**src/verilog/i2cs_pkg.sv**
```systemverilog
`default_nettype none
package i2cs_pkg;
  // APB byte offsets
  localparam logic [11:0] OFF_CTRL = 12'h000;
  localparam logic [11:0] OFF_STAT = 12'h004;
  localparam logic [11:0] OFF_ADDR = 12'h008;
  localparam logic [11:0] OFF_RCV = 12'h00c;
  localparam logic [11:0] OFF_TRN = 12'h010;
  // Control register fields
  localparam int CTRL_ENABLE = 15;
  localparam int CTRL_CLK_RELEASE = 12;
  localparam int CTRL_ADDR_WIDTH = 10;
  localparam int CTRL_GEN_CALL = 7;
  localparam logic [15:0] CTRL_RESET = 16'h1000;
  // Status register fields; bits 5:0 read only
  localparam int STAT_RBF = 0;
  localparam int STAT_TBF = 1;
  localparam int STAT_RW = 2;
  localparam int STAT_FULL_TEN_BIT_MATCH_FLAG = 5;
  localparam int STAT_OV = 6;
  localparam int STAT_EVT = 7;
  localparam int STAT_RO_BITS = 6;
  localparam logic [15:0] STAT_RESET = 16'h0000;
  localparam logic [9:0] ADDR_RESET = 10'h000;
  localparam logic [7:0] DATA_RESET = 8'h00;
  localparam logic [4:0] TEN_BIT_PREFIX = 5'h1e;
  localparam logic [7:0] GEN_CALL_ADDR = 8'h00;
  localparam logic [3:0] BITS_PER_BYTE = 4'h8;
  localparam logic [3:0] ACK_BIT = 4'h9;
  typedef enum logic [2:0] {
    ST_IDLE = 3'h0,
    ST_ADDR = 3'h1,
    ST_ACK = 3'h3,
    ST_RX = 3'h2,
    ST_ADDR2 = 3'h6,
    ST_TX_HOLD = 3'h7,
    ST_TX = 3'h5,
    ST_TX_ACK = 3'h4
  } i2cs_state_t;
endpackage
`default_nettype wire

```
**src/verilog/i2cs_slave.sv**
```systemverilog
// Function
// - Idle until start, then shift address byte
// - Control bit 10 selects 7/10-bit address
// - 7-bit: compare address bits, bit0 direction
// - Sample data on serial clock rising edge
// - Ack match, flag on ninth falling edge
// - Address match leaves receive buffer alone; general call stores its byte
// - Read: ack, then stretch clock until load
// - Release bit frees clock; shift on falls
// - Transmit flag on ninth fall regardless ack
// - Write: store byte and ack when allowed
// - Buffer full: nack, flag, drop byte
// - Overflow set, buffer empty: store but nack
// - 10-bit first byte matches 11110 plus high
// - First byte write: flag, clear match flag
// - Second byte matches low: flag, set flag
// - Any 10-bit mismatch clears flag, idles
// - Repeated start read needs only high byte
// - Receive and transmit both double buffered
// - Status low six read only; rest writable
// - General call enable matches all-zero address in 7-bit mode only
`timescale 1ns/10ps
`default_nettype none
module i2cs_slave (
  input wire logic pclk,
  input wire logic presetn,
  input wire logic psel,
  input wire logic penable,
  input wire logic pwrite,
  input wire logic [11:0] paddr,
  input wire logic [31:0] pwdata,
  output logic [31:0] prdata,
  output logic pready,
  output logic pslverr,
  input wire logic scl_i,
  output logic scl_o,
  output logic scl_oe_n,
  input wire logic sda_i,
  output logic sda_o,
  output logic sda_oe_n
);

  function automatic logic hit(input logic [11:0] a, input logic [11:0] off);
    hit = (a == off);
  endfunction

  // Pin synchronisers and agreement filter
  logic scl_s1_r, scl_s2_r, scl_s3_r, scl_f_r;
  logic sda_s1_r, sda_s2_r, sda_s3_r, sda_f_r;
  wire logic scl_agree = (scl_s2_r == scl_s3_r);
  wire logic sda_agree = (sda_s2_r == sda_s3_r);
  wire logic scl_rise = scl_agree & scl_s3_r & ~scl_f_r;
  wire logic scl_fall = scl_agree & ~scl_s3_r & scl_f_r;
  wire logic sda_rise = sda_agree & sda_s3_r & ~sda_f_r;
  wire logic sda_fall = sda_agree & ~sda_s3_r & sda_f_r;
  wire logic start_det = sda_fall & scl_f_r & ~scl_fall;
  wire logic stop_det = sda_rise & scl_f_r & ~scl_fall;

  always_ff @(posedge pclk or negedge presetn) begin
    if (!presetn) begin
      {scl_s1_r, scl_s2_r, scl_s3_r, scl_f_r} <= 4'hf;
      {sda_s1_r, sda_s2_r, sda_s3_r, sda_f_r} <= 4'hf;
    end else begin
      {scl_s1_r, scl_s2_r, scl_s3_r} <= {scl_i, scl_s1_r, scl_s2_r};
      {sda_s1_r, sda_s2_r, sda_s3_r} <= {sda_i, sda_s1_r, sda_s2_r};
      if (scl_agree) scl_f_r <= scl_s3_r;
      if (sda_agree) sda_f_r <= sda_s3_r;
    end
  end

  // Registers
  logic [15:0] ctrl_r, ctrl_nxt;
  logic [15:8] stat_hi_r;
  logic [9:0] own_addr_r;
  logic [7:0] rcv_r, rcv_nxt, trn_r, rsr_r, rsr_nxt, tsr_r, tsr_nxt;
  logic rbf_r, rbf_nxt, tbf_r, tbf_nxt, rw_r, rw_nxt, full_ten_bit_match_flag_r, full_ten_bit_match_flag_nxt;
  logic ov_r, ov_nxt, evt_r, evt_nxt, ack_r, ack_nxt;
  logic [3:0] cnt_r, cnt_nxt;
  i2cs_pkg::i2cs_state_t st_r, st_nxt, ret_r, ret_nxt;

  // APB decode; zero wait states
  wire logic acc = psel & penable;
  wire logic wr = acc & pwrite;
  wire logic rd = acc & ~pwrite;
  wire logic setup_rd = psel & ~penable & ~pwrite;
  wire logic map_hit = hit(paddr, i2cs_pkg::OFF_CTRL) | hit(paddr, i2cs_pkg::OFF_STAT) |
                       hit(paddr, i2cs_pkg::OFF_ADDR) | hit(paddr, i2cs_pkg::OFF_RCV) |
                       hit(paddr, i2cs_pkg::OFF_TRN);
  wire logic wr_ctrl = wr & hit(paddr, i2cs_pkg::OFF_CTRL);
  wire logic wr_stat = wr & hit(paddr, i2cs_pkg::OFF_STAT);
  wire logic wr_addr = wr & hit(paddr, i2cs_pkg::OFF_ADDR);
  wire logic wr_trn = wr & hit(paddr, i2cs_pkg::OFF_TRN);
  wire logic rd_rcv = rd & hit(paddr, i2cs_pkg::OFF_RCV);
  wire logic [15:0] stat_view = {stat_hi_r[15:8], evt_r, ov_r, full_ten_bit_match_flag_r, 2'b00, rw_r, tbf_r, rbf_r};
  wire logic [15:0] rd_mux = hit(paddr, i2cs_pkg::OFF_CTRL) ? ctrl_r :
                             hit(paddr, i2cs_pkg::OFF_STAT) ? stat_view :
                             hit(paddr, i2cs_pkg::OFF_ADDR) ? {6'h00, own_addr_r} :
                             hit(paddr, i2cs_pkg::OFF_RCV) ? {8'h00, rcv_r} :
                             hit(paddr, i2cs_pkg::OFF_TRN) ? {8'h00, trn_r} : 16'h0000;
  assign pready = 1'b1;
  assign pslverr = acc & ~map_hit;

  wire logic enabled = ctrl_r[i2cs_pkg::CTRL_ENABLE];
  wire logic ten_bit = ctrl_r[i2cs_pkg::CTRL_ADDR_WIDTH];
  wire logic clock_release_bit = ctrl_r[i2cs_pkg::CTRL_CLK_RELEASE];

  // Address compare
  wire logic byte_done = scl_fall & (cnt_r == i2cs_pkg::BITS_PER_BYTE);
  wire logic ninth_fall = scl_fall & (cnt_r == i2cs_pkg::ACK_BIT);
  wire logic match7 = (rsr_r[7:1] == own_addr_r[6:0]);
  wire logic gen_call = ctrl_r[i2cs_pkg::CTRL_GEN_CALL] & (rsr_r == i2cs_pkg::GEN_CALL_ADDR);
  wire logic match10_hi = (rsr_r[7:3] == i2cs_pkg::TEN_BIT_PREFIX) & (rsr_r[2:1] == own_addr_r[9:8]);
  wire logic match10_lo = (rsr_r == own_addr_r[7:0]);
  wire logic in_shift = (st_r == i2cs_pkg::ST_ADDR) | (st_r == i2cs_pkg::ST_ADDR2) |
                        (st_r == i2cs_pkg::ST_RX);

  always_comb begin
    st_nxt = st_r;
    ret_nxt = ret_r;
    cnt_nxt = cnt_r;
    rsr_nxt = rsr_r;
    tsr_nxt = tsr_r;
    rcv_nxt = rcv_r;
    ack_nxt = ack_r;
    rw_nxt = rw_r;
    rbf_nxt = rbf_r & ~rd_rcv;
    tbf_nxt = tbf_r | wr_trn;
    full_ten_bit_match_flag_nxt = full_ten_bit_match_flag_r;
    ov_nxt = wr_stat ? pwdata[i2cs_pkg::STAT_OV] : ov_r;
    evt_nxt = wr_stat ? pwdata[i2cs_pkg::STAT_EVT] : evt_r;
    ctrl_nxt = wr_ctrl ? pwdata[15:0] : ctrl_r;
    if (in_shift && scl_rise && cnt_r < i2cs_pkg::BITS_PER_BYTE) begin
      rsr_nxt = {rsr_r[6:0], sda_f_r};
      cnt_nxt = cnt_r + 4'h1;
    end
    case (st_r)
      i2cs_pkg::ST_IDLE: begin
        cnt_nxt = 4'h0;
      end
      i2cs_pkg::ST_ADDR: begin
        if (byte_done) begin
          rw_nxt = rsr_r[0];
          st_nxt = i2cs_pkg::ST_ACK;
          ack_nxt = 1'b1;
          ret_nxt = rsr_r[0] ? i2cs_pkg::ST_TX_HOLD : i2cs_pkg::ST_RX;
          if (!ten_bit) begin
            if (gen_call) begin
              rcv_nxt = rsr_r;
              rbf_nxt = 1'b1;
            end else if (!match7) begin
              st_nxt = i2cs_pkg::ST_IDLE;
            end
          end else if (match10_hi && !rsr_r[0]) begin
            full_ten_bit_match_flag_nxt = 1'b0;
            ret_nxt = i2cs_pkg::ST_ADDR2;
          end else if (!(match10_hi && full_ten_bit_match_flag_r)) begin
            // Read with high byte only is a repeated start after full match
            full_ten_bit_match_flag_nxt = 1'b0;
            st_nxt = i2cs_pkg::ST_IDLE;
          end
        end
      end
      i2cs_pkg::ST_ADDR2: begin
        if (byte_done) begin
          if (match10_lo) begin
            full_ten_bit_match_flag_nxt = 1'b1;
            ack_nxt = 1'b1;
            st_nxt = i2cs_pkg::ST_ACK;
            ret_nxt = i2cs_pkg::ST_RX;
          end else begin
            full_ten_bit_match_flag_nxt = 1'b0;
            st_nxt = i2cs_pkg::ST_IDLE;
          end
        end
      end
      i2cs_pkg::ST_RX: begin
        if (byte_done) begin
          st_nxt = i2cs_pkg::ST_ACK;
          ret_nxt = i2cs_pkg::ST_RX;
          if (rbf_r) begin
            ack_nxt = 1'b0;
            ov_nxt = 1'b1;
          end else begin
            rcv_nxt = rsr_r;
            rbf_nxt = 1'b1;
            ack_nxt = ~ov_r;
          end
        end
      end
      i2cs_pkg::ST_ACK: begin
        if (scl_rise) cnt_nxt = i2cs_pkg::ACK_BIT;
        if (ninth_fall) begin
          evt_nxt = 1'b1;
          ack_nxt = 1'b0;
          cnt_nxt = 4'h0;
          st_nxt = ret_r;
          if (ret_r == i2cs_pkg::ST_TX_HOLD && !tbf_nxt) ctrl_nxt[i2cs_pkg::CTRL_CLK_RELEASE] = 1'b0;
        end
      end
      i2cs_pkg::ST_TX_HOLD: begin
        if (clock_release_bit && !scl_f_r) begin
          tsr_nxt = trn_r;
          tbf_nxt = wr_trn;
          cnt_nxt = 4'h0;
          st_nxt = i2cs_pkg::ST_TX;
        end
      end
      i2cs_pkg::ST_TX: begin
        if (scl_fall) begin
          tsr_nxt = {tsr_r[6:0], 1'b1};
          cnt_nxt = cnt_r + 4'h1;
          if (cnt_r == 4'h7) st_nxt = i2cs_pkg::ST_TX_ACK;
        end
      end
      i2cs_pkg::ST_TX_ACK: begin
        if (scl_rise) begin
          ack_nxt = ~sda_f_r;
          cnt_nxt = i2cs_pkg::ACK_BIT;
        end
        if (ninth_fall) begin
          evt_nxt = 1'b1;
          cnt_nxt = 4'h0;
          st_nxt = ack_r ? i2cs_pkg::ST_TX_HOLD : i2cs_pkg::ST_IDLE;
          ack_nxt = 1'b0;
          if (ack_r && !tbf_nxt) ctrl_nxt[i2cs_pkg::CTRL_CLK_RELEASE] = 1'b0;
        end
      end
      default: st_nxt = i2cs_pkg::ST_IDLE;
    endcase
    // Software setting the release bit beats the automatic clear
    if (wr_ctrl && pwdata[i2cs_pkg::CTRL_CLK_RELEASE]) ctrl_nxt[i2cs_pkg::CTRL_CLK_RELEASE] = 1'b1;
    // Bus conditions override any byte in flight
    if (start_det) begin
      st_nxt = i2cs_pkg::ST_ADDR;
      cnt_nxt = 4'h0;
      ack_nxt = 1'b0;
    end else if (stop_det) begin
      st_nxt = i2cs_pkg::ST_IDLE;
      ack_nxt = 1'b0;
    end
    if (!enabled) begin
      st_nxt = i2cs_pkg::ST_IDLE;
      ack_nxt = 1'b0;
    end
  end

  always_ff @(posedge pclk or negedge presetn) begin
    if (!presetn) begin
      st_r <= i2cs_pkg::ST_IDLE;
      ret_r <= i2cs_pkg::ST_IDLE;
      cnt_r <= 4'h0;
      {rsr_r, tsr_r, rcv_r} <= {3{i2cs_pkg::DATA_RESET}};
      {ack_r, rw_r, rbf_r, tbf_r, full_ten_bit_match_flag_r, ov_r, evt_r} <= 7'h00;
      ctrl_r <= i2cs_pkg::CTRL_RESET;
    end else begin
      st_r <= st_nxt;
      ret_r <= ret_nxt;
      cnt_r <= cnt_nxt;
      {rsr_r, tsr_r, rcv_r} <= {rsr_nxt, tsr_nxt, rcv_nxt};
      {ack_r, rw_r, rbf_r, tbf_r} <= {ack_nxt, rw_nxt, rbf_nxt, tbf_nxt};
      {full_ten_bit_match_flag_r, ov_r, evt_r} <= {full_ten_bit_match_flag_nxt, ov_nxt, evt_nxt};
      ctrl_r <= ctrl_nxt;
    end
  end

  // Plain software registers; status low bits ignore writes
  always_ff @(posedge pclk or negedge presetn) begin
    if (!presetn) begin
      stat_hi_r <= i2cs_pkg::STAT_RESET[15:8];
      own_addr_r <= i2cs_pkg::ADDR_RESET;
      trn_r <= i2cs_pkg::DATA_RESET;
      prdata <= 32'h0000_0000;
    end else begin
      if (wr_stat) stat_hi_r <= pwdata[15:8];
      if (wr_addr) own_addr_r <= pwdata[9:0];
      if (wr_trn) trn_r <= pwdata[7:0];
      if (setup_rd) prdata <= {16'h0000, rd_mux};
    end
  end

  // Open drain: enable low pulls the line low, otherwise released
  wire logic drive_sda = ((st_r == i2cs_pkg::ST_ACK) & ack_r) | ((st_r == i2cs_pkg::ST_TX) & ~tsr_r[7]);
  // Held until the shifter is loaded, so bit 7 never moves while clock is high
  wire logic drive_scl = (st_r == i2cs_pkg::ST_TX_HOLD);
  assign sda_o = 1'b0;
  assign scl_o = 1'b0;
  assign sda_oe_n = ~drive_sda;
  assign scl_oe_n = ~drive_scl;
endmodule // i2cs_slave
`default_nettype wire

```
**config.mk**
```make
export PLATFORM = sky130hd
export DESIGN_NAME = i2cs_slave
export DESIGN_NICKNAME = d
export VERILOG_FILES = /design/src/verilog/i2cs_pkg.sv /design/src/verilog/i2cs_slave.sv
export SDC_FILE = /design/constraint.sdc
export NUM_CORES = 1
export LEC_CHECK = 0
export ABC_CLOCK_PERIOD_IN_PS = 2300
export BUFFER_PORTS_ARGS = -buffer_cell sky130_fd_sc_hd__buf_2
export CORE_MARGIN = 3
export CORE_UTILIZATION = 50
export CTS_BUF_LIST = sky130_fd_sc_hd__clkbuf_8
export DETAILED_ROUTE_END_ITERATION = 7
export PLACE_DENSITY = 0.72
export SLEW_MARGIN = 10
export SYNTH_ARGS = -nofsm -noshare
export SYNTH_HDL_FRONTEND = slang
export SYNTH_SLANG_ARGS = --single-unit
```
**constraint.sdc**
```tcl
create_clock -name pclk -period 2.3 [get_ports pclk]
set_input_delay 0.23 -clock pclk [delete_from_list [all_inputs] [get_ports pclk]]
set_output_delay 0.23 -clock pclk [all_outputs]
set_load 0.01 [all_outputs]
```
# == After elaboration in Yosys (flattened, before gate mapping) ==
# Index checks and enable logic that the tools add are counted.
# classes
n_lt_le_gt_ge,1
n_bitwise,51
n_mux,89
n_addsub,1
reduce_logical,26
eq_ne,44
# ops
operator,count
$mux 8,9
$mux 3,20
$ne 5x5->1 const B,8
$mux 1,36
$mux 16,2
$pmux 8 s2,2
$and 1x1->1,30
$eq 12x4->1 const B,2
$mux 4,6
$pmux 3 s7,1
$ne 2x2->1 const B,9
$pmux 4 s4,1
$eq 3x3->1 const B,5
$mux 13,1
$not 1->1,13
$eq 12x3->1 const B,1
$eq 12x5->1 const B,1
$logic_not 12->1,1
$mux 10,1
$mux 2,5
$ne 10x3->1 const B,1
$reduce_and 5->1,2
$pmux 3 s3,1
$reduce_and 9->1,1
other kinds (30),53
# word_totals
register_bits,107
inputBits,51
wordCells,239

# == Longest topological paths before layout ==
# Gate-level depths: netlist of the first run.
# logic_depth
depth_word,11
ltp_mapped,8
depth_no_buf,7

# == Least setup slack after synthesis of the first run ==
# OpenSTA, ideal clock, no wires.
# synth_timing
path_type,input to register
from,input port paddr[9]
to,register ctrl_r[11]
n_path_buf,1
path_stages,5
t_arrival_ps,1788
path_slack_ps,387
path_cell_list,nor3_1 -> nand4b_4 -> nor4_4 -> buf_6 -> mux2_4
# synth_via
elab_chain_cells,2
# synth_rtl
element,line,source
from (decl),i2cs_slave.sv:30,"input wire logic [11:0] paddr,"
$logic_not 12->1,i2cs_slave.sv:44,hit = (a == off);
$and 1x1->1,i2cs_slave.sv:89,"wire logic wr_ctrl = wr & hit(paddr, i2cs_pkg::OFF_CTRL);"
to (signal assigned),i2cs_slave.sv:254,ctrl_r <= i2cs_pkg::CTRL_RESET;
to (signal assigned),i2cs_slave.sv:262,ctrl_r <= ctrl_nxt;
to (decl),i2cs_slave.sv:72,"logic [15:0] ctrl_r, ctrl_nxt;"
# No other way between the ends.
# A chain may end at the register's enable or synchronous reset.

# == Worst setup path after layout of the first run ==
# layout_timing
from,register scl_s3_r
to,register rcv_r[2]
# layout_via
elab_chain_cells,6
word_cells_on_any_way,8
cone_classes,eq/ne (3); bitwise (4); reduce/logical (1)
# layout_rtl
element,line,source
from (decl),i2cs_slave.sv:48,"logic scl_s1_r, scl_s2_r, scl_s3_r, scl_f_r;"
from (signal assigned),i2cs_slave.sv:64,"{scl_s1_r, scl_s2_r, scl_s3_r} <= {scl_i, scl_s1_r, scl_s2_r};"
$eq 1x1->1 or $not 1->1 (tied branches),"i2cs_slave.sv:50, i2cs_slave.sv:53",
$and 1x1->1 (*) (2 in a row),i2cs_slave.sv:53,wire logic scl_fall = scl_agree & ~scl_s3_r & scl_f_r;
$and 1x1->1 (*),i2cs_slave.sv:108,wire logic byte_done = scl_fall & (cnt_r == i2cs_pkg::BITS_PER_BYTE);
$ne 2x2->1 (no source line),--,
$reduce_and 6->1 (no source line) (*),--,
to (signal assigned),i2cs_slave.sv:252,"{rsr_r, tsr_r, rcv_r} <= {3{i2cs_pkg::DATA_RESET}};"
to (signal assigned),i2cs_slave.sv:259,"{rsr_r, tsr_r, rcv_r} <= {rsr_nxt, tsr_nxt, rcv_nxt};"
to (decl),i2cs_slave.sv:75,"logic [7:0] rcv_r, rcv_nxt, trn_r, rsr_r, rsr_nxt, tsr_r, tsr_nxt;"
# Mark *: on every way between the ends. The rest lies on a longest branch, timed or not.

==> metrics.cfg, run 1 <==
[finish]
fillers = 939
diodes = 0
syn2layout_area_growth_pct = 12.8
drive_gt1_frac = 0.311
nNetsFinal = 632
fin_cells = 719

[sta]
finalCritPeriodShare = 0.932
rsz0062_at_grt = no
finalSetupTns_ns = 0
fmax_mhz = 466
finalSetupViolations = 0
finalCriticalPeriod_ns = 2.14
clock_skew_ns = 0.0136
max_slew_margin = 0.565
finalHoldWorstSlack_ns = 0.0738
final_hold_viol_count = 0
drv_slew = 0
worst_pin_slew_ns = 0.653

[global_route]
grt_first_pass_wirelength_mm = 20.9
grt_overflow = 0
use_met2 = 0.335
grt_pass1_vias = 4024
grtUsageTotal = 0.209
grt.met3_usage = 0.0367
grtUsageMet1 = 0.290
top_usage_layer = met2
grt_max_degree = 59
antenna_found_initial = 0

[die]
initial_core_util = 0.518
die_w_microns = 112
core-area_sq_um = 10900
die_y_microns = 112
die_area_sq_um = 12600
row_count = 38
num_io_pins = 89

[drt]
ant_nets = 0
drt-initial-drc-count = 248
vias_per_cell = 5.73
drc_errors = 0
num_vias = 4121
drt-total-wl_mm = 12.9
drt_first_pass_iters = 5
wl_per_cell_microns = 17.9

[yosys]
synthArstFlopShare = 1.00
synth_cell_types = 61
synth-compound-area-share = 0.114
ys_seq_elements = 107
synth-xor-area-share = 0.0278
synthAdderAreaFrac = 0.0155
netlist_top_cells_count = dfrtp_1, mux2_2, a21oi_1, nor2_1, nand2_1
synthCells = 514
netlist_area_sq_um = 5660
synth_edf_count = 0
synth_seq_area_share = 0.475
synth_top_family_by_area = multiplexers
syn_area_per_cell_sq_um = 11.0
ys_warn_count = 0
synthMuxAreaShare = 0.185
yosys.area_share.simple = 0.124
yosys.area.top_type_share = 0.433
synth_top_area_cell = dfrtp_1
synth_area_leaders = dfrtp_1, mux2_2, mux2i_1
post-synth-top-count-cell = dfrtp_1
synthFlopType = dfrtp_1

[worst_setup_path]
worst-setup-path-type = reg -> reg
r2r-end = rcv_r[2]$_DFFE_PN0P_
required_ns = 2.56
path_max_fanout = 9
critPathLaunchType = register
worstPathArrival_ns = 2.41
r2r-start = scl_s3_r$_DFF_PN1_
reg2regPathDepth = 6
reg2reg_slack_ns = 0.16
critPathCaptureType = register

[placement]
placed_cells = 700
routabilityCongestion = 0.877
hpwl_mm = 9.32
numPortBuffers = 53

[clocking]
clk_pin_slew_ns = 0.10
clk_latency_ns = 0.38
cts_buffers = 9
htreeDepth = 3
cts.sinks = 107
tritoncts = built
cts_root_buf = clkbuf_8
cts_setup_buffers = 0
cts.path.max_buffers = 2

[run_status]
status = finished clean

[power_and_ir_drop]
leakage_nw = 3.01
vdd_drop_max_mv = 0.360
power_density_nw_per_um2 = 550

[worst_hold_path]
hp-start = pwdata[10]
hold_path_class = in -> reg
whs_path_depth = 3
min_delay_worst_endpoint = ctrl_r[10]$_DFFE_PN0N_

[job]
drv_cap = 0

==> per-stage QoR <==
stage / utilization / total power [mW] / setup WS (ns) / area [sq um]
floorplan: - / 2.12 / 0.387 / 5730
global placement: 0.559 / 2.22 / 0.215 / 6110
detailed placement: 0.559 / 2.22 / 0.165 / 6110
CTS: 0.583 / 3.55 / 0.159 / 6370
global route: 0.584 / 3.65 / 0.0379 / 6390
finish: 0.584 / 3.51 / 0.156 / 6390
==> critical path, stage by stage (launching register included) <==
cell and delay [ns]:
dfstp_2 0.38, inv_1 0.06, ha_1 0.25, and4b_1 0.31
and2_1 0.24, o21a_1 0.41, mux2_2 0.38
==> sequential cells by signal (all words and copies together), names as in the netlist, 3 cells and up <==
register and cells:
ctrl_r 16, prdata 16, own_addr_r 10, rcv_r 8
rsr_r 8, stat_hi_r 8, trn_r 8, tsr_r 8
cnt_r 4, ret_r 3, st_r 3
==> cell usage in the layout (no fill, tap or decap), types with 6 or more instances in the layout <==
cell       count
nand3_1        9
mux2i_1       27
nand2b_1       8
clkbuf_8      11
buf_2         52
dfrtp_1       98
a21oi_1       40
a2bb2oi_1      6
nor2_1        33
dfstp_2        9
xnor2_1       16
o31ai_1        8
mux2_2        61
conb_1        19
ha_1           7
nor3_1         6
buf_4         21
mux2_4         6
inv_1         14
o21ai_0       12
nand2_1       32
==> power breakdown <==
part           total, mW  leakage, nW  internal [mW]  switching, mW
combinational      0.239         1.46         0.0870          0.152
clock               1.32        0.120          0.677          0.646
sequential          1.95         1.43           1.92         0.0284
==> kinds of logic (layout without fill, tap and decap cells) <==
group                    count (synthesis)  after routing
AO/OA/AOI/OAI                          100            100
XOR/XNOR                                18             18
adder cells (fa/ha/maj)                  7              7
buffers and inverters                   62            110
flip-flops                             107            107
multiplexers                            94             94
other                                    2             19
AND/OR/NAND/NOR                        124            124
==> final cells by class <==
cell class	count	area (sq um)	area share
clock buffer	11	151	0.0237
clock inverter	5	82.6	0.0129
inverter	15	56.3	0.00882
multi-input combinational	362	2720	0.427
sequential	107	2690	0.421
tap	140	175	0.0274
timing repair buffer	79	508	0.0795
==> repair_timing <==
item / in CTS / in global routing
setup endpoints to repair: 0 / 2
gates resized for setup: 0 / 2
hold endpoints to repair: 14 / 0
hold buffers: 3 / 0
==> per-layer routing <==
metal  vias up  routed length, microns  part of all wire
met2       122                    6200              0.48
met1      2066                    5850              0.45
li1       1917                       -                 -
met3        16                     627             0.049
met4         0                     193             0.015
met5         -                       0                 0
==> worst max-delay path by stage <==
stage                  startpoint                endpoint  slack (ns)
3_5_place_dp   scl_s3_r$_DFF_PN1_    rcv_r[2]$_DFFE_PN0P_        0.16
5_1_grt        scl_s3_r$_DFF_PN1_    rcv_r[3]$_DFFE_PN0P_        0.04
3_3_place_gp   scl_s2_r$_DFF_PN1_    rcv_r[5]$_DFFE_PN0P_        0.22
6_report       scl_s3_r$_DFF_PN1_    rcv_r[2]$_DFFE_PN0P_        0.16
2_1_floorplan            paddr[9]  ctrl_r[11]$_DFFE_PN0N_        0.39
4_1_cts        scl_s3_r$_DFF_PN1_    rcv_r[2]$_DFFE_PN0P_        0.16
Power figures use the tool's default switching activity.
==> run 2: changes to the inputs <==
--- a/config.mk
+++ b/config.mk
@@ -12,7 +12,8 @@
 export CTS_BUF_LIST = sky130_fd_sc_hd__clkbuf_8
 export DETAILED_ROUTE_END_ITERATION = 7
 export PLACE_DENSITY = 0.72
-export SLEW_MARGIN = 10
+export RECOVER_POWER = 100
+export SLEW_MARGIN = 30
 export SYNTH_ARGS = -nofsm -noshare
 export SYNTH_HDL_FRONTEND = slang
 export SYNTH_SLANG_ARGS = --single-unit
==> run 2 against run 1 <==
Total power shrank 0.30%. Worst setup slack worse by 0.021 ns. Die area unchanged. Final area fell by 1.9%. Global-route usage unchanged. Maximum frequency down 0.95%. Sequential share of layout area is 0.82 points higher. Clock-buffer cell count unchanged. Sequential power about the same. Hold slack worse by 0.00086 ns. Register-to-register slack worse by 0.02 ns. Non-clock buffer count stayed put. Largest power group unchanged. Highest routed layer unchanged.
==> metrics.cfg, run 2 (same netlist as run 1, synthesis figures left out) <==
[sta]
max_slew_margin = 0.152
final_hold_viol_count = 0
finalHoldWorstSlack_ns = 0.0729
drv_slew = 0
finalCriticalPeriod_ns = 2.16
finalSetupTns_ns = 0
clock_skew_ns = 0.0131
finalCritPeriodShare = 0.941
worst_pin_slew_ns = 1.27
fmax_mhz = 462
finalSetupViolations = 0
rsz0062_at_grt = no

[drt]
num_vias = 4122
drt-total-wl_mm = 12.9
drt_first_pass_iters = 5
wl_per_cell_microns = 17.9
drc_errors = 0
ant_nets = 0
vias_per_cell = 5.73
drt-initial-drc-count = 207

[clocking]
cts.path.max_buffers = 2
cts_setup_buffers = 0
cts_root_buf = clkbuf_8
cts.sinks = 107
clk_latency_ns = 0.38
cts_buffers = 9
tritoncts = built
htreeDepth = 3
clk_pin_slew_ns = 0.10

[job]
drv_cap = 0

[run_status]
status = finished clean

[die]
die_w_microns = 112
initial_core_util = 0.518
num_io_pins = 89
row_count = 38
core-area_sq_um = 10900
die_y_microns = 112
die_area_sq_um = 12600

[finish]
top_regs = ctrl_r x16, prdata x16, own_addr_r x10
final_common_cell = dfrtp_1
syn2layout_area_growth_pct = 10.6
drive_gt1_frac = 0.252
final_cell_mix = dfrtp_1, mux2_2, a21oi_1
nNetsFinal = 632
diodes = 0

[placement]
hpwl_mm = 9.32
routabilityCongestion = 0.877
numPortBuffers = 53

[global_route]
grt_first_pass_wirelength_mm = 20.9
antenna_found_initial = 0
grtUsageTotal = 0.209
grt_pass1_vias = 4024
grt_max_degree = 59
grt_overflow = 0

[worst_setup_path]
max_stage_delay_ns = 0.41
cp_cell_sequence = inv_1, ha_1, and4b_1, and2_1, o21a_1, mux2_2
critPathLaunchType = register
critPathCaptureType = register
path_max_fanout = 9
worst-setup-path-type = reg -> reg
worstPathArrival_ns = 2.43
crit_slowest_cell = o21a_1
required_ns = 2.56

[power_and_ir_drop]
leakage_nw = 2.88
power_density_nw_per_um2 = 559
vdd_drop_max_mv = 0.362

[worst_hold_path]
hold_path_class = in -> reg

[run 2: changes by cell type in the layout (fill, tap and decap cells not counted), moves of 3 or more]
cell,before,now
buf_4,21,15
clkbuf_2,0,3
mux2_1,0,5
buf_2,52,32
mux2_4,6,1
clkbuf_1,0,24
[run 2: path summary, 6_finish.rpt]
| path | start | end | slack [ns] | depth (start not counted) |
|---|---|---|---|---|
| max | scl_s3_r$_DFF_PN1_ | rcv_r[2]$_DFFE_PN0P_ | 0.14 | 6 |
| min | pwdata[13] | ctrl_r[13]$_DFFE_PN0N_ | 0.07 | 2 |
| max reg2reg | scl_s3_r$_DFF_PN1_ | rcv_r[2]$_DFFE_PN0P_ | 0.14 | 6 |
| min reg2reg | sda_s1_r$_DFF_PN1_ | sda_s2_r$_DFF_PN1_ | 0.37 | 0 |
| max in group asynchronous | presetn | rw_r$_DFFE_PN0P_ | 0.37 | 3 |
| min in group asynchronous | presetn | cnt_r[2]$_DFF_PN0_ | 0.64 | 2 |
[run 2: routing by layer]
metal	vias to the layer above	wire, microns	track usage
met3	17	634	0.0367
met1	2063	5890	0.290
met4	0	202	0.0697
met2	125	6140	0.335
li1	1917	-	-
met5	-	0	0
[run 2: worst max-delay path, delay by kind of cell, from the launching register on]
family          cells  cell delay [ns]
flops               1             0.38
fa+ha+maj           1             0.25
simple gates        2             0.56
mux                 1             0.38
compound gates      1             0.41
buf+inv             1             0.06
[run 2: cell type report]
| type | instances | area [sq um] |
|---|---|---|
| multi-input combinational | 362 | 2660 |
| fill | 961 | 4670 |
| sequential | 107 | 2690 |
| timing repair buffer | 79 | 448 |
| inverter | 15 | 56.3 |
| tap | 140 | 175 |
| clock buffer | 11 | 151 |
| clock inverter | 5 | 82.6 |
[run 2: through the flow]
| stage | area, sq um | setup slack (ns) | utilization | power (mW) | instances |
|---|---|---|---|---|---|
| finish | 6260 | 0.136 | 0.573 | 3.50 | 719 |
| global route | 6260 | 0.0244 | 0.573 | 3.64 | 719 |
| CTS | 6370 | 0.159 | 0.583 | 3.55 | 719 |
| detailed placement | 6110 | 0.165 | 0.559 | 2.22 | 700 |
| global placement | 6110 | 0.215 | 0.559 | 2.22 | 700 |
| floorplan | 5730 | 0.387 | - | 2.12 | 531 |
[run 2: power breakdown]
part	internal, mW	switching, mW	total (mW)
Combinational	0.0781	0.148	0.226
Clock	0.677	0.649	1.33
Sequential	1.92	0.0288	1.95
[run 2: what timing repair did]
| item | 4_1_cts | 5_1_grt |
|---|---|---|
| gates resized for setup | 0 | 2 |
| endpoints found under the setup margin | 0 | 2 |
| hold endpoints to repair | 14 | 0 |
| hold buffers | 3 | 0 |
==> run 3: changes to the inputs <==
--- a/config.mk
+++ b/config.mk
@@ -9,7 +9,7 @@
 export BUFFER_PORTS_ARGS = -buffer_cell sky130_fd_sc_hd__buf_2
 export CORE_MARGIN = 3
 export CORE_UTILIZATION = 50
-export CTS_BUF_LIST = sky130_fd_sc_hd__clkbuf_8
+export CTS_BUF_LIST = sky130_fd_sc_hd__clkbuf_16
 export DETAILED_ROUTE_END_ITERATION = 7
 export PLACE_DENSITY = 0.72
 export RECOVER_POWER = 100
==> run 3 against run 2 <==
Non-clock buffer count is the same. Worst setup slack worse by 0.013 ns. Die area is the same. Sequential power hardly changed. Highest routed layer unchanged. Sequential share of layout area fell by 0.56 points. Via count up 1.3%. Critical path type unchanged. Clock skew fell by 0.0044 ns. Final area is 1.3% higher. Total power is 9.0% higher. Clock power increased by 23%. Critical path depth unchanged.
==> metrics.cfg, run 3 (same netlist as run 1, synthesis figures left out) <==
[run_status]
status = finished clean

[sta]
max_slew_margin = 0.151
clock_skew_ns = 0.00874
finalHoldWorstSlack_ns = 0.109
finalCritPeriodShare = 0.947
layout_setup_ws_ns = 0.123
finalSetupTns_ns = 0
fmax_mhz = 459
worst_pin_slew_ns = 1.27
rsz0062_at_grt = no
finalSetupViolations = 0
drv_slew = 0
finalCriticalPeriod_ns = 2.18
final_hold_viol_count = 0

[worst_setup_path]
worstPathArrival_ns = 2.41
worst-setup-path-type = reg -> reg
required_ns = 2.53
critPathLaunchType = register
path_max_fanout = 9
critPathCaptureType = register

[worst_hold_path]
hold_path_class = in -> reg

[job]
drv_cap = 0

[global_route]
antenna_found_initial = 0
grt_max_degree = 59
grt_first_pass_wirelength_mm = 21.1
grt_overflow = 0
grtUsageTotal = 0.210
grt_pass1_vias = 4131

[clocking]
cts_buffers = 9
clk_pin_slew_ns = 0.07
cts.sinks = 107
clk_latency_ns = 0.35
cts.path.max_buffers = 2
tritoncts = built
htreeDepth = 3
cts_root_buf = clkbuf_16

[placement]
placed_area_sq_um = 6110
routabilityCongestion = 0.877
hpwl_mm = 9.32
placed_cells = 700
place_ws_ns = 0.165
numPortBuffers = 53

[die]
die_y_microns = 112
die_w_microns = 112
row_count = 38
initial_core_util = 0.518
die_area_sq_um = 12600
core-area_sq_um = 10900
num_io_pins = 89

[power_and_ir_drop]
power_density_nw_per_um2 = 602
leakage_nw = 2.92
vdd_drop_max_mv = 0.422
totalPowerFinal_mw = 3.82

[finish]
diodes = 0
final_core_util = 0.580
stdcell_area_sq_um = 6350
drive_gt1_frac = 0.254
top_regs = ctrl_r x16, prdata x16, own_addr_r x10
nNetsFinal = 632
syn2layout_area_growth_pct = 12.1
final_common_cell = dfrtp_1
fin_cells = 719
final_cell_mix = dfrtp_1, mux2_2, a21oi_1

[drt]
wl_per_cell_microns = 18.1
drt_first_pass_iters = 5
drc_errors = 0
drt-total-wl_mm = 13.0
vias_per_cell = 5.81
drt-initial-drc-count = 232
num_vias = 4176
ant_nets = 0

-- run 3: metal layers --
layer | vias up | wire, microns | track usage | share of wire
li1 | 1928 | - | - | -
met4 | 0 | 192 | 0.0729 | 0.015
met1 | 2081 | 5780 | 0.284 | 0.44
met5 | - | 0 | 0 | 0
met3 | 16 | 738 | 0.0442 | 0.057
met2 | 151 | 6300 | 0.340 | 0.48
-- run 3: final timing paths --
| check | from | end | slack, ns | cells past startpoint |
|---|---|---|---|---|
| setup / recovery | scl_s3_r$_DFF_PN1_ | rcv_r[4]$_DFFE_PN0P_ | 0.12 | 6 |
| hold reg to reg | sda_s1_r$_DFF_PN1_ | sda_s2_r$_DFF_PN1_ | 0.36 | 0 |
| min in group asynchronous | presetn | cnt_r[2]$_DFF_PN0_ | 0.68 | 2 |
| setup reg to reg | scl_s3_r$_DFF_PN1_ | rcv_r[4]$_DFFE_PN0P_ | 0.12 | 6 |
| max in group asynchronous | presetn | rw_r$_DFFE_PN0P_ | 0.34 | 3 |
| hold / removal | pwdata[13] | ctrl_r[13]$_DFFE_PN0N_ | 0.11 | 2 |
-- run 3: area by class of cell --
class                      count  area (sq um)
clock buffer                   9           225
inverter                      15          56.3
multi-input combinational    362          2660
clock inverter                 7          90.1
timing repair buffer          79           449
sequential                   107          2690
tap                          140           175
fill                         963          4590
-- run 3: worst max-delay path, stage by stage, from the launching register on --
cell	delay, ns
dfstp_2	0.37
inv_1	0.06
ha_1	0.25
and4b_1	0.31
and2_1	0.24
o21a_1	0.43
mux2_2	0.39
-- run 3: where the power goes --
group	internal (mW)	total [mW]	switching [mW]	leakage (nW)
Sequential	1.92	1.95	0.0291	1.43
Clock	0.951	1.64	0.690	0.155
Combinational	0.0779	0.226	0.149	1.33
-- run 3: timing repair --
item / 4_1_cts / 5_1_grt
setup endpoints to repair: 0 / 2
buffers inserted: 0 / 0
endpoints found under the hold margin: 14 / 0
hold buffers: 3 / 0
gates resized for setup: 0 / 2
